==> config.mk <==
export PLATFORM = sky130hd
export DESIGN_NAME = fpe_flash_host_flat
export DESIGN_NICKNAME = d
export VERILOG_FILES = /design/src/fpe_pkg.sv /design/src/fpe_bus_if.sv /design/src/fpe_delay_timer.sv /design/src/fpe_flash_host.sv /design/src/flat_wrapper.sv
export SDC_FILE = /design/constraint.sdc
export NUM_CORES = 1
export LEC_CHECK = 0
export BUFFER_PORTS_ARGS = -buffer_cell sky130_fd_sc_hd__buf_2
export CORE_MARGIN = 5
export CORE_UTILIZATION = 31
export CTS_CLUSTER_DIAMETER = 60
export DETAILED_ROUTE_END_ITERATION = 7
export PLACE_DENSITY = 0.5
export RECOVER_POWER = 25
export SYNTH_ARGS = -nofsm -noshare
export SYNTH_HDL_FRONTEND = slang
export SYNTH_SLANG_ARGS = --single-unit
export TNS_END_PERCENT = 5
==> constraint.sdc <==
create_clock -name clock_i -period 9.3 [get_ports clock_i]
set_input_delay 1.86 -clock clock_i [delete_from_list [all_inputs] [get_ports clock_i]]
set_output_delay 1.86 -clock clock_i [all_outputs]
set_load 0.02 [all_outputs]
==> src/fpe_pkg.sv <==
package fpe_pkg;
	// CPU side map
	localparam logic [1:0]  FIXED_LO_WIN    = 2'b01;
	localparam logic [1:0]  PAGE_WIN        = 2'b10;
	localparam logic [1:0]  FIXED_HI_WIN    = 2'b11;
	localparam logic [2:0]  FIXED_LO_PAGE   = 3'h6;
	localparam logic [2:0]  FIXED_HI_PAGE   = 3'h7;
	localparam logic [1:0]  BOOT_TOP        = 2'b11;
	localparam logic [15:0] ERASED_WORD     = 16'hffff;
	localparam int          MODULE_WORDS    = 16384;
	// Device registers, two window pages per flash module
	localparam logic [15:0] FREEZE_ADDR     = 16'h00f4;
	localparam logic [15:0] SETUP_ADDR      = 16'h00f5;
	localparam logic [15:0] CTRL_ADDR       = 16'h00f7;
	localparam logic [15:0] UNPROT_ADDR     = 16'h00f0;
	localparam logic [7:0]  FREEZE_RST      = 8'h00;
	localparam logic [7:0]  SETUP_RST       = 8'h01;
	localparam logic [7:0]  CTRL_RST        = 8'h00;
	localparam int          FREEZE_BIT      = 0;
	localparam int          GUARD_BIT       = 0;
	localparam int          PGM_BIT         = 0;
	localparam int          ERA_BIT         = 1;
	localparam int          HV_BIT          = 3;
	localparam int          WAI_BIT         = 4;
	localparam int          UNPROT_BIT      = 4;
	// Timing
	localparam int          CLK_PERIOD_NS          = 40;
	localparam int          LATCH_TO_HV_DELAY_US   = 10;
	localparam int          HV_TO_WRITE_DELAY_US   = 5;
	localparam int          WORD_WRITE_MIN_US      = 30;
	localparam int          WORD_WRITE_MAX_US      = 40;
	localparam int          HV_HOLD_DELAY_US       = 5;
	localparam int          READ_RECOVERY_DELAY_US = 1;
	localparam int          CYCLES_PER_US          = (1000 + CLK_PERIOD_NS - 1) / CLK_PERIOD_NS;
	localparam logic [23:0] LATCH_TO_HV_CYCLES     = 24'(LATCH_TO_HV_DELAY_US * CYCLES_PER_US);
	localparam logic [23:0] HV_TO_WRITE_CYCLES     = 24'(HV_TO_WRITE_DELAY_US * CYCLES_PER_US);
	localparam logic [23:0] WORD_WRITE_CYCLES      = 24'(WORD_WRITE_MIN_US * CYCLES_PER_US);
	localparam logic [23:0] HV_HOLD_CYCLES         = 24'(HV_HOLD_DELAY_US * CYCLES_PER_US);
	localparam logic [23:0] READ_RECOVERY_CYCLES   = 24'(READ_RECOVERY_DELAY_US * CYCLES_PER_US);
	localparam logic [7:0]  CYCLES_PER_US_W        = 8'(CYCLES_PER_US);
	// Host AXI4-Lite registers
	localparam int          AXI_AW        = 12;
	localparam logic [11:0] H_ADDR_OFS    = 12'h000;
	localparam logic [11:0] H_CMD_OFS     = 12'h004;
	localparam logic [11:0] H_RESULT_OFS  = 12'h008;
	localparam logic [11:0] H_MODE_OFS    = 12'h00c;
	localparam logic [1:0]  OP_READ       = 2'h0;
	localparam logic [1:0]  OP_WRITE      = 2'h1;
	localparam logic [1:0]  OP_WAIT       = 2'h2;
	localparam int          CMD_WORD_BIT  = 2;
	localparam logic [1:0]  RESP_OKAY     = 2'h0;
	localparam logic [1:0]  RESP_SLVERR   = 2'h2;
	typedef enum logic [2:0] {
		FPE_W_LATCH, FPE_W_HV, FPE_W_WORD, FPE_W_HOLD, FPE_W_RECOV, FPE_W_CUSTOM
	} fpe_wait_sel_t;
endpackage

==> src/fpe_bus_if.sv <==
`timescale 1ns/10ps
interface fpe_bus_if;
	logic        req;
	logic        we;
	logic        word;
	logic [15:0] addr;
	logic [15:0] wdata;
	logic [2:0]  page;
	logic        expanded;
	logic        special;
	logic        wait_mode;
	logic        stop_mode;
	logic        ack;
	logic [15:0] rdata;
	logic        claimed;
	modport dev (input req, we, word, addr, wdata, page, expanded, special, wait_mode,
		stop_mode, output ack, rdata, claimed);
	modport host (output req, we, word, addr, wdata, page, expanded, special, wait_mode,
		stop_mode, input ack, rdata, claimed);
endinterface

==> src/fpe_delay_timer.sv <==
`timescale 1ns/10ps
module fpe_delay_timer (
	input  wire logic        clock_i,
	input  wire logic        arst_n_i,
	input  wire logic        ce_i,
	input  wire logic        start_i,
	input  wire logic [23:0] cycles_i,
	output logic             busy_o
);
	import fpe_pkg::*;

	typedef struct packed {
		logic [23:0] left;
		logic        busy;
	} fpe_tmr_t;

	fpe_tmr_t q;
	fpe_tmr_t d;

	////////////////////////////////////////////////////////////////////////
	// Down counter, a zero count still takes one cycle
	always_comb begin
		d = q;
		if (start_i) begin
			d.left = cycles_i;
			d.busy = 1'b1;
		end else if (q.busy) begin
			if (q.left <= 24'h000001) begin
				d.busy = 1'b0;
				d.left = 24'h000000;
			end else begin
				d.left = q.left - 24'h000001;
			end
		end
	end

	always_ff @(posedge clock_i or negedge arst_n_i) begin
		if (!arst_n_i) begin
			q <= '0;
		end else if (ce_i) begin
			q <= d;
		end
	end

	assign busy_o = q.busy;
endmodule // fpe_delay_timer

==> src/fpe_flash_host.sv <==
`timescale 1ns/10ps
module fpe_flash_host (
	input  wire logic                      clock_i,
	input  wire logic                      arst_n_i,
	input  wire logic                      ce_i,
	fpe_bus_if.host                        bus,
	input  wire logic [fpe_pkg::AXI_AW-1:0] s_axi_awaddr_i,
	input  wire logic                      s_axi_awvalid_i,
	output logic                           s_axi_awready_o,
	input  wire logic [31:0]               s_axi_wdata_i,
	input  wire logic [3:0]                s_axi_wstrb_i,
	input  wire logic                      s_axi_wvalid_i,
	output logic                           s_axi_wready_o,
	output logic [1:0]                     s_axi_bresp_o,
	output logic                           s_axi_bvalid_o,
	input  wire logic                      s_axi_bready_i,
	input  wire logic [fpe_pkg::AXI_AW-1:0] s_axi_araddr_i,
	input  wire logic                      s_axi_arvalid_i,
	output logic                           s_axi_arready_o,
	output logic [31:0]                    s_axi_rdata_o,
	output logic [1:0]                     s_axi_rresp_o,
	output logic                           s_axi_rvalid_o,
	input  wire logic                      s_axi_rready_i
);
	import fpe_pkg::*;

	typedef enum logic [1:0] {FPE_H_IDLE, FPE_H_BUS, FPE_H_WAIT} fpe_hst_state_t;

	typedef struct packed {
		fpe_hst_state_t st;
		logic [15:0]    addr;
		logic [15:0]    wdata;
		logic [6:0]     mode;
		logic [15:0]    rdata;
		logic           claimed;
		logic           req;
		logic           we;
		logic           word;
		logic           tstart;
		logic [23:0]    tcycles;
		logic           awready;
		logic           wready;
		logic           bvalid;
		logic [1:0]     bresp;
		logic           aw_have;
		logic           w_have;
		logic [11:0]    awaddr;
		logic [31:0]    wd;
		logic [3:0]     wstrb;
		logic           arready;
		logic           rvalid;
		logic [1:0]     rresp;
		logic [31:0]    rdata_axi;
	} fpe_hst_t;

	fpe_hst_t q;
	fpe_hst_t d;
	logic     tbusy;

	// Register offset decode, shared by reads and writes
	function automatic logic fpe_mapped(input logic [11:0] a);
		fpe_mapped = (a == H_ADDR_OFS) || (a == H_CMD_OFS) || (a == H_RESULT_OFS)
			|| (a == H_MODE_OFS);
	endfunction

	// Timed waits keep the program/erase spacing on the far side
	fpe_delay_timer u_timer (
		.clock_i  (clock_i),
		.arst_n_i (arst_n_i),
		.ce_i     (ce_i),
		.start_i  (q.tstart),
		.cycles_i (q.tcycles),
		.busy_o   (tbusy)
	);

	////////////////////////////////////////////////////////////////////////
	// AXI4-Lite slave and command sequencer
	always_comb begin
		logic busy;
		busy = (q.st != FPE_H_IDLE) || q.tstart;
		d = q;
		d.tstart = 1'b0;
		if (s_axi_awvalid_i && q.awready) begin
			d.aw_have = 1'b1;
			d.awaddr = s_axi_awaddr_i;
		end
		if (s_axi_wvalid_i && q.wready) begin
			d.w_have = 1'b1;
			d.wd = s_axi_wdata_i;
			d.wstrb = s_axi_wstrb_i;
		end
		if (q.bvalid && s_axi_bready_i) begin
			d.bvalid = 1'b0;
		end
		// Write takes effect once address and data are both held
		if (q.aw_have && q.w_have && !q.bvalid) begin
			d.aw_have = 1'b0;
			d.w_have = 1'b0;
			d.bvalid = 1'b1;
			d.bresp = fpe_mapped(q.awaddr) ? RESP_OKAY : RESP_SLVERR;
			if (q.awaddr == H_ADDR_OFS) begin
				// Low half is the bus address, high half the data, each by its lanes
				if (q.wstrb[1:0] != 2'b00) begin
					d.addr = q.wd[15:0];
				end
				if (q.wstrb[3:2] != 2'b00) begin
					d.wdata = q.wd[31:16];
				end
			end else if (q.awaddr == H_MODE_OFS) begin
				d.mode = q.wd[6:0];
			end else if (q.awaddr == H_CMD_OFS && !busy) begin
				// Commands while busy are dropped; software polls busy
				d.word = q.wd[CMD_WORD_BIT];
				if (q.wd[1:0] == OP_WAIT) begin
					d.tstart = 1'b1;
					d.st = FPE_H_WAIT;
					case (fpe_wait_sel_t'(q.wd[6:4]))
						FPE_W_LATCH:  d.tcycles = LATCH_TO_HV_CYCLES;
						FPE_W_HV:     d.tcycles = HV_TO_WRITE_CYCLES;
						FPE_W_WORD:   d.tcycles = WORD_WRITE_CYCLES;
						FPE_W_HOLD:   d.tcycles = HV_HOLD_CYCLES;
						FPE_W_RECOV:  d.tcycles = READ_RECOVERY_CYCLES;
						default:      d.tcycles = q.wd[31:16] * CYCLES_PER_US_W;
					endcase
				end else begin
					d.we = (q.wd[1:0] == OP_WRITE);
					d.req = 1'b1;
					d.st = FPE_H_BUS;
				end
			end
		end
		d.awready = !d.aw_have && !d.bvalid;
		d.wready = !d.w_have && !d.bvalid;
		// Read channel
		if (q.rvalid && s_axi_rready_i) begin
			d.rvalid = 1'b0;
		end
		if (s_axi_arvalid_i && q.arready) begin
			d.rvalid = 1'b1;
			d.rresp = fpe_mapped(s_axi_araddr_i) ? RESP_OKAY : RESP_SLVERR;
			case (s_axi_araddr_i)
				H_ADDR_OFS:   d.rdata_axi = {q.wdata, q.addr};
				H_CMD_OFS:    d.rdata_axi = {31'h00000000, busy};
				H_RESULT_OFS: d.rdata_axi = {14'h0000, busy, q.claimed, q.rdata};
				H_MODE_OFS:   d.rdata_axi = {25'h0000000, q.mode};
				default:      d.rdata_axi = 32'h00000000;
			endcase
		end
		d.arready = !d.rvalid;
		// Device bus: request held until the one-cycle answer
		case (q.st)
			FPE_H_IDLE: begin
			end
			FPE_H_BUS: begin
				if (bus.ack) begin
					d.req = 1'b0;
					d.rdata = bus.rdata;
					d.claimed = bus.claimed;
					d.st = FPE_H_IDLE;
				end
			end
			FPE_H_WAIT: begin
				if (!tbusy && !q.tstart) begin
					d.st = FPE_H_IDLE;
				end
			end
			default: begin
				d.st = FPE_H_IDLE;
			end
		endcase
	end

	always_ff @(posedge clock_i or negedge arst_n_i) begin
		if (!arst_n_i) begin
			q <= '0;
			q.st <= FPE_H_IDLE;
		end else if (ce_i) begin
			q <= d;
		end
	end

	assign bus.req = q.req;
	assign bus.we = q.we;
	assign bus.word = q.word;
	assign bus.addr = q.addr;
	assign bus.wdata = q.wdata;
	assign bus.expanded = q.mode[0];
	assign bus.special = q.mode[1];
	assign bus.wait_mode = q.mode[2];
	assign bus.stop_mode = q.mode[3];
	assign bus.page = q.mode[6:4];
	assign s_axi_awready_o = q.awready;
	assign s_axi_wready_o = q.wready;
	assign s_axi_bvalid_o = q.bvalid;
	assign s_axi_bresp_o = q.bresp;
	assign s_axi_arready_o = q.arready;
	assign s_axi_rvalid_o = q.rvalid;
	assign s_axi_rresp_o = q.rresp;
	assign s_axi_rdata_o = q.rdata_axi;
endmodule // fpe_flash_host

==> src/flat_wrapper.sv <==
// flat-port wrapper written by rule: the top's interface ports become plain ports
module fpe_flash_host_flat import fpe_pkg::*;
  (clock_i, arst_n_i, ce_i, s_axi_awaddr_i, s_axi_awvalid_i, s_axi_awready_o, s_axi_wdata_i, s_axi_wstrb_i, s_axi_wvalid_i, s_axi_wready_o, s_axi_bresp_o, s_axi_bvalid_o, s_axi_bready_i, s_axi_araddr_i, s_axi_arvalid_i, s_axi_arready_o, s_axi_rdata_o, s_axi_rresp_o, s_axi_rvalid_o, s_axi_rready_i, bus_req, bus_we, bus_word, bus_addr, bus_wdata, bus_page, bus_expanded, bus_special, bus_wait_mode, bus_stop_mode, bus_ack, bus_rdata, bus_claimed);
  fpe_bus_if bus_i ();
  input  wire logic clock_i;
  input  wire logic arst_n_i;
  input  wire logic ce_i;
  input  wire logic [fpe_pkg::AXI_AW-1:0] s_axi_awaddr_i;
  input  wire logic s_axi_awvalid_i;
  output logic s_axi_awready_o;
  input  wire logic [31:0] s_axi_wdata_i;
  input  wire logic [3:0] s_axi_wstrb_i;
  input  wire logic s_axi_wvalid_i;
  output logic s_axi_wready_o;
  output logic [1:0] s_axi_bresp_o;
  output logic s_axi_bvalid_o;
  input  wire logic s_axi_bready_i;
  input  wire logic [fpe_pkg::AXI_AW-1:0] s_axi_araddr_i;
  input  wire logic s_axi_arvalid_i;
  output logic s_axi_arready_o;
  output logic [31:0] s_axi_rdata_o;
  output logic [1:0] s_axi_rresp_o;
  output logic s_axi_rvalid_o;
  input  wire logic s_axi_rready_i;
  output wire logic [$bits(bus_i.req)-1:0] bus_req;
  output wire logic [$bits(bus_i.we)-1:0] bus_we;
  output wire logic [$bits(bus_i.word)-1:0] bus_word;
  output wire logic [$bits(bus_i.addr)-1:0] bus_addr;
  output wire logic [$bits(bus_i.wdata)-1:0] bus_wdata;
  output wire logic [$bits(bus_i.page)-1:0] bus_page;
  output wire logic [$bits(bus_i.expanded)-1:0] bus_expanded;
  output wire logic [$bits(bus_i.special)-1:0] bus_special;
  output wire logic [$bits(bus_i.wait_mode)-1:0] bus_wait_mode;
  output wire logic [$bits(bus_i.stop_mode)-1:0] bus_stop_mode;
  input wire logic [$bits(bus_i.ack)-1:0] bus_ack;
  input wire logic [$bits(bus_i.rdata)-1:0] bus_rdata;
  input wire logic [$bits(bus_i.claimed)-1:0] bus_claimed;
  assign bus_req = bus_i.req;
  assign bus_we = bus_i.we;
  assign bus_word = bus_i.word;
  assign bus_addr = bus_i.addr;
  assign bus_wdata = bus_i.wdata;
  assign bus_page = bus_i.page;
  assign bus_expanded = bus_i.expanded;
  assign bus_special = bus_i.special;
  assign bus_wait_mode = bus_i.wait_mode;
  assign bus_stop_mode = bus_i.stop_mode;
  assign bus_i.ack = bus_ack;
  assign bus_i.rdata = bus_rdata;
  assign bus_i.claimed = bus_claimed;
  fpe_flash_host u_core (.clock_i(clock_i), .arst_n_i(arst_n_i), .ce_i(ce_i), .bus(bus_i), .s_axi_awaddr_i(s_axi_awaddr_i), .s_axi_awvalid_i(s_axi_awvalid_i), .s_axi_awready_o(s_axi_awready_o), .s_axi_wdata_i(s_axi_wdata_i), .s_axi_wstrb_i(s_axi_wstrb_i), .s_axi_wvalid_i(s_axi_wvalid_i), .s_axi_wready_o(s_axi_wready_o), .s_axi_bresp_o(s_axi_bresp_o), .s_axi_bvalid_o(s_axi_bvalid_o), .s_axi_bready_i(s_axi_bready_i), .s_axi_araddr_i(s_axi_araddr_i), .s_axi_arvalid_i(s_axi_arvalid_i), .s_axi_arready_o(s_axi_arready_o), .s_axi_rdata_o(s_axi_rdata_o), .s_axi_rresp_o(s_axi_rresp_o), .s_axi_rvalid_o(s_axi_rvalid_o), .s_axi_rready_i(s_axi_rready_i));
endmodule
==> flow_summary.toml, run 1 <==
[drt]
vias = 7382
vias_per_cell = 4.87
drc = 0
ant_nets = 0
dr.pass1.iters = 5
wire_per_inst_um = 17.0
drt_wl_total_um = 25700
drt_iter0_drc = 369

[global_route]
grt_use_met1_pct = 17.7
grt_pass1_wl_um = 41300
grt_use_met3_pct = 4.92
overflow = 0
grt_max_degree = 76
busiest_layer = "met2"
grt_pass1_vias = 7490
antenna_found_initial = 8
grt_usage_pct = 13.6
grt_use_met2_pct = 21.9

[clock_tree]
worstSkewPairLatency_ns = 0.45
htreeDepth = 4
clk_path_buf_depth = 2
cts_sinks = 197
cts_root_buf = "clkbuf_16"
cts_made_buffers = 17
path_clk_slew_ns = 0.07
post_cts_buffers = 0
ctsResizeCount = 0
cts_tree = "built"
ctsHoldBuffers = 0

[sta]
clock_skew_ns = 0.0173
rsz0062_at_grt = "no"
worst_pin_slew_ns = 3.45
setup_tns_ns = 0
setup_ws_ns = 4.35
max_freq_mhz = 202
final_max_slew_viol_count = 165
max-slew-margin-rel_pct = -130
hold_viol_final = 0
fin_crit_sh_pct = 53.2
finalCriticalPeriod_ns = 4.95
holdWs_ns = 0.482
setup_viol = 0

[worst_setup_path]
timing.rr.end = "u_core.q[104]"
critPathMaxStageDelay_ns = 2.37
crit_type = "in2async"
cp-endpoint = "u_core.s_axi_rdata_o[20]"
critical_path_required_ns = 9.73
worst-path-stages = 2
worstPathArrival_ns = 5.38
r2r_start = "u_core.q[61]"
path_delay_family = "buffers and inverters"
path_max_fanout = 75
timing.critical_path.buf_inv = 2
r2r_cells = 12
cp_cell_sequence = "clkbuf_1 > buf_4"
rrSetupSlack_ns = 5.81
slowest_stage = "clkbuf_1"
startpoint_type = "primary input"
crit_start = "arst_n_i"
setup.worst_path.end_class = "asynchronous set/reset pin"

[layout]
stdcell_area_um2 = 11800
multiInputGateArea_um2 = 4600
layout-drive-gt1-share_pct = 28.4
register_area_um2 = 4930
area_growth_syn_to_layout_pct = 12.6
num-fill-cells = 3401
diodes = 0
final_net_count = 1206

[placement]
placed_area_um2 = 11200
detailed_place_hpwl_um = 18600
place_congestion = 0.748
pre_cts_ws_ns = 4.95
io_buffers = 166

[synth]
netlist_area_um2 = 10500
yosysSeqAreaShare_pct = 47.2
syn_avg_cell_area_um2 = 10.8
syn_inst = 969
ys_seq_elements = 197
ys_types = 65
synthArstFlopShare_pct = 100
synth_edf_count = 0
ys.warnings.count = 0
synthFlopType = "dfrtp_1"

[pwr]
p_per_area_nw_per_um2 = 350
peakVddDrop_mv = 0.234
p_leak_nw = 5.85

[run_status]
status = "finished with violations"
failed_checks = "max-capacitance violations, max-slew violations"

[die]
placeableCoreArea_um2 = 33400
io_pins = 169
die_y_um = 194
chipWidth_um = 194
rows = 67
die_area_um2 = 37500
initial_core_util_pct = 31.3

[flow_run]
max_cap_viol_count = 3

[worst_hold_path]
hp-class = "reg2reg"
## registers in the layout, summed over array words and instances (netlist names), 3 cells and up
signal                count
u_core.bus.addr          16
u_core.bus.page           3
u_core.bus.wdata         16
u_core.q                 91
u_core.s_axi_rdata_o     32
u_core.u_timer.q         24
## report_power, final
part / total (mW) / leakage [nW] / internal (mW) / switching, mW
registers: 1.22 / 2.61 / 1.02 / 0.192
clock network: 0.742 / 0.277 / 0.363 / 0.379
logic: 2.16 / 2.96 / 0.897 / 1.26
## metrics by stage
step,power [mW],utilization [%],cells
global placement,3.41,33.6,1483
floorplan,2.85,-,970
global route,4.53,35.2,1515
detailed placement,3.42,33.6,1483
finish,4.12,35.2,1515
CTS,4.19,35.3,1515
## logic make-up (layout without fill, tap and decap cells)
| family | count (synthesis) | in the layout | share of synthesized area (%) |
|---|---|---|---|
| simple gates | 214 | 214 | 10.3 |
| compound gates | 200 | 200 | 12.1 |
| flops | 197 | 197 | 47.2 |
| buf+inv | 170 | 267 | 9.00 |
| mux | 110 | 110 | 11.8 |
| fa+ha+maj | 66 | 66 | 8.69 |
| xor+xnor | 11 | 11 | 0.922 |
| other cells | 1 | 2 | 0.0359 |
## cell usage in the layout (no fill, tap or decap), types with 5 or more instances in the layout
master,n
a221o_1,7
nand3_1,13
o21ai_0,81
buf_2,164
dfrtp_1,197
clkbuf_16,17
nand4_1,6
and3_1,9
a22oi_1,28
clkbuf_1,5
nor2_1,31
a211oi_1,8
nor3_1,9
buf_4,5
a21o_1,8
mux2_1,20
o211ai_1,6
nor4_1,8
xor2_1,9
ha_1,55
nor2b_1,6
inv_1,61
fa_1,11
nand2_1,98
mux2_2,89
a21oi_1,32
## worst min-delay path by stage
stage,from,endpoint,slack [ns],depth (start not counted)
floorplan,u_core.q[107],u_core.u_timer.q[17],0.44,2
global placement,u_core.s_axi_rdata_o[8],u_core.s_axi_rdata_o[8],0.46,2
detailed placement,u_core.bus.we,u_core.bus.we,0.47,2
CTS,u_core.s_axi_rdata_o[8],u_core.s_axi_rdata_o[8],0.49,2
global route,u_core.q[49],u_core.bus.addr[9],0.51,1
finish,u_core.s_axi_rdata_o[26],u_core.s_axi_rdata_o[26],0.48,2
## cell usage after synthesis (8+ instances only)
master / number / area, um^2
dfrtp_1: 197 / 4930
nand2_1: 98 / 368
mux2_1: 20 / 225
nor2_1: 31 / 116
a21o_1: 8 / 60.1
o21ai_0: 80 / 400
clkbuf_1: 26 / 97.6
mux2_2: 89 / 1000
and3_1: 9 / 56.3
inv_1: 61 / 229
xor2_1: 9 / 78.8
ha_1: 55 / 688
buf_4: 73 / 548
a211oi_1: 8 / 60.1
a21oi_1: 32 / 160
fa_1: 11 / 220
a22oi_1: 28 / 210
nor3_1: 10 / 50.1
nor4_1: 8 / 50.1
nand3_1: 14 / 70.1
## routing by layer
metal / wire length, um / part of all wire [%]
met5: 86 / 0.33
met3: 1640 / 6.4
met2: 12000 / 47
met4: 238 / 0.93
met1: 11700 / 46
## cell type report
type                       instances  area share (%)
sequential                       197            41.9
multi-input combinational        603            39.1
timing repair buffer             174            7.45
tap                              448            4.76
clock buffer                      18            3.73
inverter                          61            1.94
clock inverter                    14            1.20
(Power assumes the default switching activity.)
==> run 2, diff against run 1 <==
Settings changed: ABC_AREA from default to 1, PLACE_DENSITY 0.5 to 0.51.
Clock period 9.3 ns to 4.45 ns, I/O delays scaled along.
==> flow_summary.toml, run 2 <==
[synth]
yosysTopAreaCellShare_pct = 43.9
synth-simple-area-share_pct = 23.4
syn_avg_cell_area_um2 = 7.72
synthArstFlopShare_pct = 100
syn_inst = 1455
synth.area.top_cells = "dfrtp_1, nand2_1, inv_1"
synth_xor_area_share_pct = 1.87
synth-compound-area-share_pct = 8.99
ys.warnings.count = 0
ys_types = 38
synthFlopType = "dfrtp_1"
ys_seq_elements = 197
muxShareOfSynthArea_pct = 0
synth_fa_ha_area_share_pct = 8.09
yosysSeqAreaShare_pct = 43.9
netlist_area_um2 = 11200
synth_top_family_by_area = "simple AND/OR/NAND/NOR gates"
synth_area_leader_cell = "dfrtp_1"
synth_edf_count = 0
yosysMostFrequentCell = "nand2_1"
synth_common_cells = "nand2_1, inv_1, dfrtp_1"

[worst_setup_path]
cp_common_cell = "nand2_1"
slowest_stage = "nor4_4"
path_max_fanout = 35
crit_start = "ce_i"
setup.worst_path.end_class = "register"
r2r_start = "u_core.q[63]"
startpoint_type = "primary input"
crit_type = "in2reg"
cp_cell_sequence = "clkbuf_1 > inv_1 > nor2_2 > inv_2 > nor4_4 > nand2_1 > nand2_1"
critical_path_required_ns = 4.83
critPathMaxStageDelay_ns = 0.94
worstPathArrival_ns = 3.60

[drt]
dr.pass1.iters = 6
ant_nets = 0
drt_wl_total_um = 29500
drt_iter0_drc = 434
vias = 9188
vias_per_cell = 4.56
wire_per_inst_um = 14.6
drc = 0

[layout]
register_area_um2 = 4930
multiInputGateArea_um2 = 4780
layout-drive-gt1-share_pct = 14.0
largest_reg_flops = 91
num-fill-cells = 3809
largest_register = "u_core.q"
final_cell_mix = "nand2_1, inv_1, dfrtp_1"
final_common_cell = "nand2_1"
instances_no_fill = 2016
final_net_count = 1694
area_growth_syn_to_layout_pct = 12.3
diodes = 0

[clock_tree]
cts_sinks = 197
cts_root_buf = "clkbuf_16"
cts_made_buffers = 17
cts_tree = "built"
ctsResizeCount = 0
ctsHoldBuffers = 0
clk_path_buf_depth = 2
worstSkewPairLatency_ns = 0.45
post_cts_buffers = 0
htreeDepth = 4
path_clk_slew_ns = 0.08

[global_route]
grt_pass1_wl_um = 48800
grt_max_degree = 113
antenna_found_initial = 1
overflow = 0
grt_usage_pct = 14.8
grt_pass1_vias = 9302

[placement]
pre_cts_ws_ns = 1.29
place_congestion = 0.859
dp.cells = 1984
io_buffers = 166
detailed_place_hpwl_um = 22600

[die]
initial_core_util_pct = 31.5
io_pins = 169
die_area_um2 = 40100
die_y_um = 200
rows = 69
chipWidth_um = 200
placeableCoreArea_um2 = 35700

[sta]
rsz0062_at_grt = "no"
hold_viol_final = 0
finalCriticalPeriod_ns = 3.21
final_max_slew_viol_count = 0
fin_crit_sh_pct = 72.2
holdWs_ns = 0.471
setup_viol = 0
max_freq_mhz = 311
setup_ws_ns = 1.24
setup_tns_ns = 0
max-slew-margin-rel_pct = 27.6
worst_pin_slew_ns = 1.08
clock_skew_ns = 0.0176

[run_status]
status = "completed"

[worst_hold_path]
worstHoldStart = "u_core.q[52]"
hp-class = "reg2reg"

[pwr]
p_leak_nw = 6.79
p_per_area_nw_per_um2 = 677
peakVddDrop_mv = 0.375

[flow_run]
max_cap_viol_count = 0
run 2: changes by cell type in the layout (fill, tap and decap cells not counted), sizes merged, moves of 8 or more:
cell    before  now
nand2       98  454
inv         66  232
mux2       109    0
nor2        33  103
nand3       14   58
o21ai       82  112
a22oi       28    8
o22ai        0   12
and3         9    0
nor4        11    2
xor2         9   18
a211oi       8    0
a21o         8    0
nand4        6   14
run 2: worst max-delay path: cells and delay by family:
family                 cells  cell delay, ns
buffers and inverters      3            1.27
and+or+nand+nor            4            1.41
run 2: cell type report:
cell class	count	area share (%)
clock inverters	15	1.33
flip-flops and latches	197	39.1
clock buffers	17	3.37
well taps	461	4.57
multi-input cells	925	37.8
repair buffers	173	7.03
inverters	228	6.78
run 2: worst paths after layout:
kind / slack, ns / cells after the start / endpoint
setup / recovery: 1.24 / 7 / u_core.s_axi_rdata_o[9]
hold / removal: 0.47 / 2 / u_core.q[52]
setup reg to reg: 1.52 / 14 / u_core.q[108]
hold reg to reg: 0.47 / 2 / u_core.q[52]
max in group asynchronous: 2.69 / 2 / u_core.q[53]
min in group asynchronous: 0.55 / 1 / u_core.s_axi_rdata_o[31]
run 2: routing by layer:
| metal | global-route usage [%] | up-vias | share of wire, % |
|---|---|---|---|
| li1 | - | 4635 | - |
| met1 | 20.3 | 4360 | 49 |
| met2 | 24.1 | 177 | 46 |
| met3 | 3.04 | 16 | 4.2 |
| met4 | 3.56 | 0 | 1.1 |
| met5 | 0 | - | 0 |
run 2: where the power goes:
part           internal (mW)  leakage [nW]  total (mW)  switching (mW)
combinational           1.62          4.10        4.51            2.89
sequential              2.14          2.40        2.45           0.309
clock                  0.798         0.290        1.58           0.781
total                   4.56          6.79        8.54            3.98
run 2: kinds of logic (layout without fill, tap and decap cells):
logic type / after synthesis / in the layout
flip-flops: 197 / 197
AO/OA/AOI/OAI: 185 / 185
adder cells (fa/ha/maj): 66 / 66
other: 1 / 2
XOR/XNOR: 24 / 24
buffers and inverters: 334 / 433
AND/OR/NAND/NOR: 648 / 648
run 2: metrics by stage:
step                utilization (%)  instance area, um^2  total power, mW
global placement               33.7                12000             7.02
detailed placement             33.7                12000             7.04
global route                   35.4                12600             9.55
finish                         35.4                12600             8.54
floorplan                         -                11200             5.87
CTS                            35.4                12600             8.69
==> run 3, diff against run 2 <==
Settings changed: PLACE_DENSITY 0.51 to 0.5.
Clock period 4.45 ns to 3 ns, I/O delays scaled along.
==> flow_summary.toml, run 3 (same netlist as run 2, synthesis figures left out) <==
[worst_setup_path]
timing.rr.end = "u_core.q[103]"
setup.worst_path.end_class = "register"
worstPathArrival_ns = 3.22
r2r_cells = 13
r2r_start = "u_core.q[61]"
path_max_fanout = 5
startpoint_type = "register"
rrSetupSlack_ns = 0.17
crit_type = "reg2reg"
critical_path_required_ns = 3.38

[clock_tree]
worstSkewPairLatency_ns = 0.45
post_cts_buffers = 0
clk_path_buf_depth = 2
cts_made_buffers = 17
path_clk_slew_ns = 0.08
cts_root_buf = "clkbuf_16"
htreeDepth = 4
cts_tree = "built"
cts_sinks = 197

[sta]
final_max_slew_viol_count = 76
setup_viol = 0
max_freq_mhz = 353
finalCriticalPeriod_ns = 2.83
max-slew-margin-rel_pct = -36.3
worst_pin_slew_ns = 2.05
setup_ws_ns = 0.167
hold_viol_final = 0
rsz0062_at_grt = "yes"
fin_crit_sh_pct = 94.4
setup_tns_ns = 0
holdWs_ns = 0.352
clock_skew_ns = 0.0159

[drt]
drt_wl_total_um = 29000
vias_per_cell = 4.51
wire_per_inst_um = 14.2
ant_nets = 0
dr.pass1.iters = 5
drc = 0
drt_iter0_drc = 504
vias = 9163

[global_route]
grt_max_degree = 78
overflow = 0
antenna_found_initial = 1
grt_usage_pct = 14.7
grt_pass1_wl_um = 48700
grt_pass1_vias = 9122

[placement]
placed_area_um2 = 12200
pre_cts_ws_ns = 0.0865
io_buffers = 166
dp.cells = 2001
detailed_place_hpwl_um = 22700
place_congestion = 0.887

[die]
die_area_um2 = 40100
placeableCoreArea_um2 = 35700
chipWidth_um = 200
io_pins = 169
rows = 69
initial_core_util_pct = 31.5
die_y_um = 200

[layout]
largest_register = "u_core.q"
final_common_cell = "nand2_1"
num-fill-cells = 3827
multiInputGateArea_um2 = 4880
instances_no_fill = 2033
area_growth_syn_to_layout_pct = 14.7
register_area_um2 = 4930
largest_reg_flops = 91
final_cell_mix = "nand2_1, inv_1, dfrtp_1"
final_net_count = 1711
stdcell_area_um2 = 12900
diodes = 0
fin_util_pct = 36.1
layout-drive-gt1-share_pct = 16.4

[worst_hold_path]
hold_path_end = "u_core.q[76]"
hold_path_depth = 3
worstHoldStart = "s_axi_awaddr_i[4]"
hp-class = "in2reg"

[run_status]
failed_checks = "max-capacitance violations, max-slew violations"
status = "finished with violations"

[pwr]
p_leak_nw = 6.88
p_per_area_nw_per_um2 = 1040
peakVddDrop_mv = 0.663
finalPower_mw = 13.4

[flow_run]
max_cap_viol_count = 1
## run 3: report_power, final
part	internal (mW)	switching, mW	total (mW)	leakage (nW)
Sequential	3.18	0.424	3.60	2.39
Clock	1.27	1.13	2.39	0.301
Combinational	2.80	4.56	7.36	4.19
Total	7.25	6.11	13.4	6.88
## run 3: what timing repair did
action / CTS / global route
endpoints found under the hold margin: 0 / 0
hold buffers: 0 / 0
endpoints found under the setup margin: 0 / 10
resized for setup: 0 / 24
## run 3: layer usage
metal  vias to the layer above  global-route usage (%)  share of wire, %
met2                       165                    23.5                45
met1                      4304                    20.7                49
met4                         0                    3.83               1.2
li1                       4677                       -                 -
met3                        17                    2.89               4.0
met5                         -                       0                 0
## run 3: layout make-up
type	count	share of cell area, %
inverter	228	6.64
sequential	197	38.3
tap	461	4.48
timing repair buffer	190	8.00
clock buffer	21	3.73
clock inverter	11	0.990
multi-input combinational	925	37.9
## run 3: critical path, stage by stage (launching register included)
cell	delay, ns
dfrtp_2	0.44
ha_1	0.30
ha_1	0.27
inv_1	0.05
fa_1	0.50
inv_1	0.07
ha_4	0.28
nand2_1	0.10
nor2_2	0.16
nand2_1	0.07
nand2_1	0.13
xor2_1	0.22
nand3_1	0.10
nand2_1	0.06
## run 3: how the worst max path moves through the flow
stage | from | end | slack, ns
after CTS | u_core.q[63] | u_core.q[104] | 0.05
after global routing | u_core.q[66] | u_core.q[109] | -0.02
final | u_core.q[61] | u_core.q[103] | 0.17
after global placement | u_core.q[63] | u_core.q[104] | 0.08
after floorplan | u_core.q[65] | u_core.q[110] | 0.29
after detailed placement | u_core.q[66] | u_core.q[110] | 0.09
